--- src/rtl/rtccal_pkg.sv ---
// Package for the calendar count and alarm set-point register block.
// Assumes an 8-bit I/O bus with 8-bit addresses and synchronous strobes.
package rtccal_pkg;

    // Register offsets on the I/O bus
    localparam logic [7:0] DOM_OFS     = 8'hE4;
    localparam logic [7:0] MTH_OFS     = 8'hE5;
    localparam logic [7:0] YEAR_OFS    = 8'hE6;
    localparam logic [7:0] HUND_OFS    = 8'hE7;
    localparam logic [7:0] ALARM_SECONDS_VALUE_OFS    = 8'hE8;
    localparam logic [7:0] ALARM_MINUTES_VALUE_OFS    = 8'hE9;
    localparam logic [7:0] ALARM_HOURS_VALUE_OFS    = 8'hEA;
    localparam logic [7:0] AWDAY_OFS   = 8'hEB;

    // Field positions
    localparam int         TENS_MSB    = 7;
    localparam int         TENS_LSB    = 4;
    localparam int         ONES_MSB    = 3;

    // Count limits (binary codes)
    localparam logic [7:0] DOM_FIRST   = 8'h01;
    localparam logic [7:0] MTH_FIRST   = 8'h01;
    localparam logic [7:0] MTH_LAST    = 8'h0C;
    localparam logic [7:0] YEAR_LAST   = 8'h63;
    localparam logic [7:0] HUND_LAST   = 8'h63;
    localparam logic [7:0] UNMAP_READ  = 8'h00;
    localparam logic [3:0] WDAY_RSV    = 4'h0;
    localparam logic [3:0] DIGIT_LAST  = 4'h9;

    typedef struct packed {
        logic       wr;
        logic       rd;
        logic [7:0] addr;
        logic [7:0] wdata;
    } rtccal_bus_t;

    typedef struct packed {
        logic [7:0] sec;
        logic [7:0] min;
        logic [7:0] hrs;
        logic [3:0] wday;
    } rtccal_time_t;

    typedef struct packed {
        logic [7:0] day_of_month_value;
        logic [7:0] mth;
        logic [7:0] year;
        logic [7:0] hund;
    } rtccal_date_t;

endpackage

--- src/rtl/rtccal_incr.sv ---
// Increments one 8-bit count field with wrap, in binary or two-digit BCD.
// Assumes the input is a legal code in the selected format.
`timescale 1ns/100ps
`default_nettype none
module rtccal_incr (
    // Value and limits, all in the active number format
    input  wire logic [7:0] value_i,
    input  wire logic [7:0] last_i,
    input  wire logic [7:0] first_i,
    input  wire logic       bcd_i,
    // Result
    output logic      [7:0] next_o,
    output logic            wrap_o
);
    always_comb begin
        wrap_o = (value_i == last_i);
        if (wrap_o) begin
            next_o = first_i;
        end else if (bcd_i && (value_i[3:0] == rtccal_pkg::DIGIT_LAST)) begin
            next_o = {4'(value_i[7:4] + 4'h1), 4'h0};
        end else begin
            next_o = 8'(value_i + 8'h01);
        end
    end
endmodule
`default_nettype wire

--- src/rtl/rtccal_regs.sv ---
// Calendar count and alarm set-point registers of a real-time clock.
// Assumes lock and BCD format come from the control register, and that
// second_tick_i pulses once a second with the time-of-day count and
// day_carry_i marks the hour rolling past 23 on that same tick.
// Summary of operation
// - Day-of-month counts from one, never zero, in either format.
// - Day, month, year, century counts are not reset.
// - Count register writes ignored while locked, taken while unlocked; reads always.
// - Binary day-of-month uses the whole byte, one to thirty-one.
// - BCD day-of-month: tens 0-3 upper nibble, ones 0-9 lower.
// - Binary month counts one to twelve.
// - BCD month: tens 0-1 in bits 7:4, ones in 3:0.
// - Binary year counts zero to ninety-nine.
// - BCD year holds two digits, tens in upper nibble.
// - Century counts 0-99 binary, or two BCD digits.
// - Alarm seconds, minutes, hours always writable, kept through reset.
// - Alarm seconds 0-59; BCD tens 0-5 in upper nibble.
// - Alarm minutes 0-59; BCD tens upper, ones lower.
// - Alarm hours hold zero to twenty-three.
// - BCD alarm hours tens 0-2 in bits 7:4.
// - Alarm weekday bits 7:4 read zero; 3:0 kept, lock-gated writes.
// - Alarm weekday field is low nibble, one to seven.
// - Alarm set-points compared with count on each one-second advance.
// - BCD format makes counts and alarm set-points BCD.
// - Unlocked stops counting and takes writes; locked counts and refuses count and weekday writes.
`timescale 1ns/100ps
`default_nettype none
module rtccal_regs (
    // Clock, reset, enable
    input  wire logic                     clk_i,
    input  wire logic                     reset_i,
    input  wire logic                     ce_i,
    // I/O bus
    input  wire rtccal_pkg::rtccal_bus_t  bus_i,
    output logic                    [7:0] rdata_o,
    output logic                          hit_o,
    // Control register bits
    input  wire logic                     unlock_i,
    input  wire logic                     bcd_i,
    // Time-of-day count
    input  wire logic                     second_tick_i,
    input  wire logic                     day_carry_i,
    input  wire rtccal_pkg::rtccal_time_t now_i,
    // Alarm results and calendar date
    output logic                    [3:0] alarm_match_o,
    output logic                          compare_o,
    output rtccal_pkg::rtccal_date_t      date_o
);
    // Count and set-point state, deliberately without reset
    logic [7:0] dom_reg,   dom_next;
    logic [7:0] mth_reg,   mth_next;
    logic [7:0] year_reg,  year_next;
    logic [7:0] hund_reg,  hund_next;
    logic [7:0] alarm_seconds_value_reg,  alarm_seconds_value_next;
    logic [7:0] alarm_minutes_value_reg,  alarm_minutes_value_next;
    logic [7:0] alarm_hours_value_reg,  alarm_hours_value_next;
    logic [3:0] awday_reg, awday_next;
    // Bus and compare outputs, reset
    logic [7:0] rdata_reg, rdata_next;
    logic [3:0] match_reg, match_next;
    logic       cmp_reg,   cmp_next;
    logic       unlock_d_reg;

    logic       advance;
    logic       wr_en;
    logic       cnt_wr;
    logic       dom_wrap, mth_wrap, year_wrap;
    logic [7:0] dom_inc, mth_inc, year_inc, hund_inc;
    logic [7:0] dom_last, mth_last, year_last, hund_last;
    logic [7:0] mth_bin;
    logic       leap;

    assign advance = second_tick_i && day_carry_i && !unlock_i;
    assign wr_en   = bus_i.wr && ce_i;
    assign cnt_wr  = wr_en && unlock_i;

    // Month as binary for the month-length table
    assign mth_bin = bcd_i ? 8'(mth_reg[7:4] * 4'hA + mth_reg[3:0]) : mth_reg;
    // Leap year by year count only; divisible by four.
    // In BCD, year mod 4 is twice the tens parity plus the ones digit, taken mod 4.
    assign leap    = bcd_i ? (2'({year_reg[4], 1'b0} + year_reg[1:0]) == 2'h0)
                           : (year_reg[1:0] == 2'h0);

    always_comb begin
        unique case (mth_bin)
            8'h02:   dom_last = leap ? 8'h1D : 8'h1C;
            8'h04, 8'h06, 8'h09, 8'h0B: dom_last = 8'h1E;
            default: dom_last = 8'h1F;
        endcase
        if (bcd_i) begin
            dom_last = {4'(dom_last / 8'h0A), 4'(dom_last % 8'h0A)};
        end
        mth_last  = bcd_i ? 8'h12 : rtccal_pkg::MTH_LAST;
        year_last = bcd_i ? 8'h99 : rtccal_pkg::YEAR_LAST;
        hund_last = bcd_i ? 8'h99 : rtccal_pkg::HUND_LAST;
    end

    rtccal_incr u_dom (
        .value_i (dom_reg),
        .last_i  (dom_last),
        .first_i (rtccal_pkg::DOM_FIRST),
        .bcd_i   (bcd_i),
        .next_o  (dom_inc),
        .wrap_o  (dom_wrap)
    );
    rtccal_incr u_mth (
        .value_i (mth_reg),
        .last_i  (mth_last),
        .first_i (rtccal_pkg::MTH_FIRST),
        .bcd_i   (bcd_i),
        .next_o  (mth_inc),
        .wrap_o  (mth_wrap)
    );
    rtccal_incr u_year (
        .value_i (year_reg),
        .last_i  (year_last),
        .first_i (8'h00),
        .bcd_i   (bcd_i),
        .next_o  (year_inc),
        .wrap_o  (year_wrap)
    );
    rtccal_incr u_hund (
        .value_i (hund_reg),
        .last_i  (hund_last),
        .first_i (8'h00),
        .bcd_i   (bcd_i),
        .next_o  (hund_inc),
        .wrap_o  ()
    );

    // Calendar count next values
    always_comb begin
        dom_next  = dom_reg;
        mth_next  = mth_reg;
        year_next = year_reg;
        hund_next = hund_reg;
        if (ce_i && advance) begin
            dom_next = dom_inc;
            if (dom_wrap) begin
                mth_next = mth_inc;
                if (mth_wrap) begin
                    year_next = year_inc;
                    if (year_wrap) begin
                        hund_next = hund_inc;
                    end
                end
            end
        end
        if (cnt_wr) begin
            unique case (bus_i.addr)
                rtccal_pkg::DOM_OFS:  dom_next  = bus_i.wdata;
                rtccal_pkg::MTH_OFS:  mth_next  = bus_i.wdata;
                rtccal_pkg::YEAR_OFS: year_next = bus_i.wdata;
                rtccal_pkg::HUND_OFS: hund_next = bus_i.wdata;
                default: ;
            endcase
        end
    end

    // Alarm set-point next values
    always_comb begin
        alarm_seconds_value_next  = alarm_seconds_value_reg;
        alarm_minutes_value_next  = alarm_minutes_value_reg;
        alarm_hours_value_next  = alarm_hours_value_reg;
        awday_next = awday_reg;
        if (wr_en) begin
            unique case (bus_i.addr)
                rtccal_pkg::ALARM_SECONDS_VALUE_OFS:  alarm_seconds_value_next = bus_i.wdata;
                rtccal_pkg::ALARM_MINUTES_VALUE_OFS:  alarm_minutes_value_next = bus_i.wdata;
                rtccal_pkg::ALARM_HOURS_VALUE_OFS:  alarm_hours_value_next = bus_i.wdata;
                rtccal_pkg::AWDAY_OFS: begin
                    if (unlock_i) begin
                        awday_next = bus_i.wdata[rtccal_pkg::ONES_MSB:0];
                    end
                end
                default: ;
            endcase
        end
    end

    // Register read and decode
    always_comb begin
        hit_o      = 1'b1;
        rdata_next = rdata_reg;
        unique case (bus_i.addr)
            rtccal_pkg::DOM_OFS:   rdata_next = dom_reg;
            rtccal_pkg::MTH_OFS:   rdata_next = mth_reg;
            rtccal_pkg::YEAR_OFS:  rdata_next = year_reg;
            rtccal_pkg::HUND_OFS:  rdata_next = hund_reg;
            rtccal_pkg::ALARM_SECONDS_VALUE_OFS:  rdata_next = alarm_seconds_value_reg;
            rtccal_pkg::ALARM_MINUTES_VALUE_OFS:  rdata_next = alarm_minutes_value_reg;
            rtccal_pkg::ALARM_HOURS_VALUE_OFS:  rdata_next = alarm_hours_value_reg;
            rtccal_pkg::AWDAY_OFS: rdata_next = {rtccal_pkg::WDAY_RSV, awday_reg};
            default: begin
                hit_o      = 1'b0;
                rdata_next = rtccal_pkg::UNMAP_READ;
            end
        endcase
        if (!(bus_i.rd && ce_i)) begin
            rdata_next = rdata_reg;
        end
    end

    // Alarm compare on each second while locked, and on a fresh lock
    always_comb begin
        match_next = match_reg;
        cmp_next   = 1'b0;
        if (ce_i && ((second_tick_i && !unlock_i) || (unlock_d_reg && !unlock_i))) begin
            match_next = {now_i.wday == awday_reg,
                          now_i.hrs  == alarm_hours_value_reg,
                          now_i.min  == alarm_minutes_value_reg,
                          now_i.sec  == alarm_seconds_value_reg};
            cmp_next   = 1'b1;
        end
    end

    always_ff @(posedge clk_i) begin
        dom_reg   <= dom_next;
        mth_reg   <= mth_next;
        year_reg  <= year_next;
        hund_reg  <= hund_next;
        alarm_seconds_value_reg  <= alarm_seconds_value_next;
        alarm_minutes_value_reg  <= alarm_minutes_value_next;
        alarm_hours_value_reg  <= alarm_hours_value_next;
        awday_reg <= awday_next;
    end

    always_ff @(posedge clk_i or posedge reset_i) begin
        if (reset_i) begin
            rdata_reg    <= 8'h00;
            match_reg    <= 4'h0;
            cmp_reg      <= 1'b0;
            unlock_d_reg <= 1'b0;
        end else if (ce_i) begin
            rdata_reg    <= rdata_next;
            match_reg    <= match_next;
            cmp_reg      <= cmp_next;
            unlock_d_reg <= unlock_i;
        end
    end

    assign rdata_o       = rdata_reg;
    assign alarm_match_o = match_reg;
    assign compare_o     = cmp_reg;
    assign date_o        = '{day_of_month_value: dom_reg, mth: mth_reg, year: year_reg, hund: hund_reg};
endmodule
`default_nettype wire

--- config.mk ---
export PLATFORM = sky130hd
export DESIGN_NAME = rtccal_regs
export DESIGN_NICKNAME = d
export VERILOG_FILES = /design/src/rtl/rtccal_pkg.sv /design/src/rtl/rtccal_incr.sv /design/src/rtl/rtccal_regs.sv
export SDC_FILE = /design/constraint.sdc
export NUM_CORES = 1
export LEC_CHECK = 0
export ABC_CLOCK_PERIOD_IN_PS = 4000
export CAP_MARGIN = 20
export CORE_MARGIN = 2
export CORE_UTILIZATION = 40
export CTS_CLUSTER_DIAMETER = 50
export DETAILED_ROUTE_END_ITERATION = 8
export DONT_BUFFER_PORTS = 1
export PLACE_DENSITY = 0.59
export SLEW_MARGIN = 20
export SYNTH_ARGS = -nofsm -noshare
export SYNTH_HDL_FRONTEND = slang
export SYNTH_SLANG_ARGS = --single-unit
--- constraint.sdc ---
create_clock -name clk_i -period 4 [get_ports clk_i]
set_clock_uncertainty 0.15 [all_clocks]
set_input_delay 1.2 -clock clk_i [delete_from_list [all_inputs] [get_ports clk_i]]
set_output_delay 1.2 -clock clk_i [all_outputs]
set_load 0.1 [all_outputs]
==> flow_metrics.py <==
metrics = {
    "synth": {
        "syn_inst": 548,
        "synth_edf_count": 28,
        "yosysWarnings": 0,
        "synth-main-ff-cell": "dfxtp_1",
        "async_flop_share": 0.189,
        "ys_types": 79,
        "ys_seq_area_frac": 0.362,
        "ys_ff_latch": 74,
        "netlist_area_mm2": 0.00506,
        "syn-num-nets": 623,
        "syn_avg_cell_area_um2": 9.23,
    },
    "power_and_ir_drop": {
        "p_leak_uw": 0.00217,
        "fin_total_pwr_uw": 2300,
        "ir_worst_vdd_mv": 0.205,
        "p_per_area_mw_per_mm2": 399,
    },
    "drt": {
        "wl_per_cell_um": 21.0,
        "drt-vias-per-instance": 5.99,
        "vias": 4479,
        "drc": 0,
        "firstDrtPassIters": 5,
        "drt_iter0_markers": 489,
        "routed_wirelength_um": 15700,
        "ant_nets": 0,
    },
    "sta": {
        "max_slew_margin": 0.232,
        "rsz0062_at_grt": "false",
        "slew_violations": 0,
        "layout_setup_ws_ps": 189,
        "fin_crit_sh": 0.953,
        "min_period_ps": 3810,
        "fmax_mhz": 262,
        "setup_viol": 0,
        "fin_setup_tns_ps": 0,
        "worstMarginPinSlew_ps": 1150,
        "hold_violations": 0,
    },
    "floorplanning": {
        "ioPinCount": 99,
        "die_h_um": 116,
        "dieWidth_um": 116,
        "core_area_mm2": 0.0125,
        "num_rows": 41,
        "die-area_mm2": 0.0136,
        "start_util": 0.406,
    },
    "critical_path": {
        "worstPathMaxFanout": 10,
        "crit_type": "reg2reg",
        "startpoint_type": "register",
        "critPathArrivalTime_ps": 3950,
        "worstPathRequired_ps": 4140,
        "endpoint_kind": "register",
    },
    "placement": {
        "numPortBuffers": 0,
        "place_congestion": 0.894,
        "dpl_cell_area_mm2": 0.00546,
        "place_ws_ps": -34.6,
        "place_hpwl_um": 11800,
    },
    "worst_hold_path": {
        "min_path_type": "reg2reg",
    },
    "layout": {
        "num_antenna_cells": 0,
        "fin_util": 0.463,
        "drive_above_1_share": 0.163,
        "final_nets": 646,
        "design_area_mm2": 0.00577,
        "synthToLayoutAreaGrowth_pct": 14.0,
    },
    "clock_network": {
        "cts_buffer_depth": 2,
        "clk_pin_slew_ps": 60,
        "cts_tree": "done",
        "postCtsHoldBufs": 0,
        "numClockSinks": 74,
        "clkLatencyLatePin_ps": 340,
        "cts_inserted_buffers": 9,
        "ctsHtreeMaxLevel": 3,
        "root_buffer": "clkbuf_16",
    },
    "status": {
        "outcome": "finished clean",
    },
    "global_route": {
        "gr-total-overflow": 0,
        "grt_pass1_vias": 4252,
        "grt_max_degree": 30,
        "grt_pass1_wl_um": 23700,
        "grt_antenna_before_repair": 0,
        "track_usage": 0.235,
    },
    "flow_run": {
        "max-cap-violations": 0,
    },
}
-- per-layer routing --
metal | track usage | part of all wire | up-vias
met5 | 0 | 0 | -
met4 | 0.0873 | 0.027 | 0
met3 | 0.0638 | 0.096 | 31
met2 | 0.373 | 0.47 | 211
met1 | 0.307 | 0.41 | 2133
li1 | - | - | 2104
-- per-stage QoR --
step,hold slack (ps),cells
6_report,388,748
5_1_grt,456,748
4_1_cts,390,748
3_5_place_dp,379,732
3_3_place_gp,378,732
2_1_floorplan,358,548
-- cell usage after synthesis, types with 14 or more instances --
cell type	number	share of area
nand2_1	63	0.047
edfxtp_1	28	0.17
nand4_1	15	0.019
clkbuf_1	21	0.016
ha_1	20	0.049
xnor2_1	33	0.057
nor2_1	37	0.027
o21ai_0	30	0.030
a21oi_1	23	0.023
dfrtp_1	14	0.069
nand3_1	37	0.037
dfxtp_1	32	0.13
-- placed cells by master (no fill, tap or decap), types with 5 or more instances in the layout --
cell,Yosys,routed
nand2_1,63,63
o211ai_1,5,5
o21ai_0,30,30
nor4_1,6,6
ha_1,20,20
nand4b_1,10,10
nor2b_1,8,8
nand4_1,15,15
nor3_1,8,8
clkbuf_16,0,9
a31oi_1,6,6
nor3b_1,7,6
o31ai_1,9,9
nand3_1,37,37
dfxtp_1,32,27
mux2i_1,7,7
buf_4,0,42
xnor2_1,33,33
and3_1,8,8
inv_1,12,12
a21oi_1,23,23
edfxtp_1,28,28
xor2_1,5,5
nor2_1,37,37
mux4_2,9,9
a22oi_1,8,8
dfrtp_1,14,14
-- worst max-delay path, stage by stage, from the launching register on --
cell and delay (ps):
dfxtp_4 340, ha_1 300, ha_1 230, fa_1 400, or2_1 220, a221oi_1 300, o22ai_2 200, o2bb2ai_2 200
xor2_4 200, or4_4 640, or4_1 500, nand3_1 80
-- cell type report --
class                      instances  area (um2)
clock buffer                      11         233
tap                              172         215
multi-input combinational        431        3040
sequential                        74        1840
clock inverter                     5        55.1
timing repair buffer              43         335
fill                            1203        6700
inverter                          12        45.0
-- what timing repair did --
item | in CTS | in global routing
setup buffers | 0 | 0
pin swaps | 0 | 1
endpoints found under the setup margin | 2 | 5
gates resized for setup | 1 | 2
-- cells by family (layout without fill, tap and decap cells) --
logic type,after synthesis,after routing,share of synthesized area
AO/OA/AOI/OAI,118,118,0.155
buffers and inverters,43,71,0.0413
multiplexers,19,19,0.0636
flip-flops,74,74,0.362
adder cells (fa/ha/maj),22,22,0.0574
AND/OR/NAND/NOR,233,233,0.249
XOR/XNOR,39,39,0.0713
-- final timing paths --
check                        startpoint          endpoint  slack (ps)  depth (start not counted)
max in group asynchronous       reset_i      unlock_d_reg        2610                          1
min in group asynchronous       reset_i  alarm_match_o[2]         670                          1
max reg2reg                  mth_reg[5]       hund_reg[1]         190                         11
max                          mth_reg[5]       hund_reg[1]         190                         11
min                        unlock_d_reg      unlock_d_reg         390                          2
min reg2reg                unlock_d_reg      unlock_d_reg         390                          2
-- power by group --
part,internal [uW],leakage (uW),switching [uW]
registers,819,0.000706,103
logic,170,0.00133,406
clock network,481,0.000137,320
total,1470,0.00217,829
(Power assumes the default switching activity.)
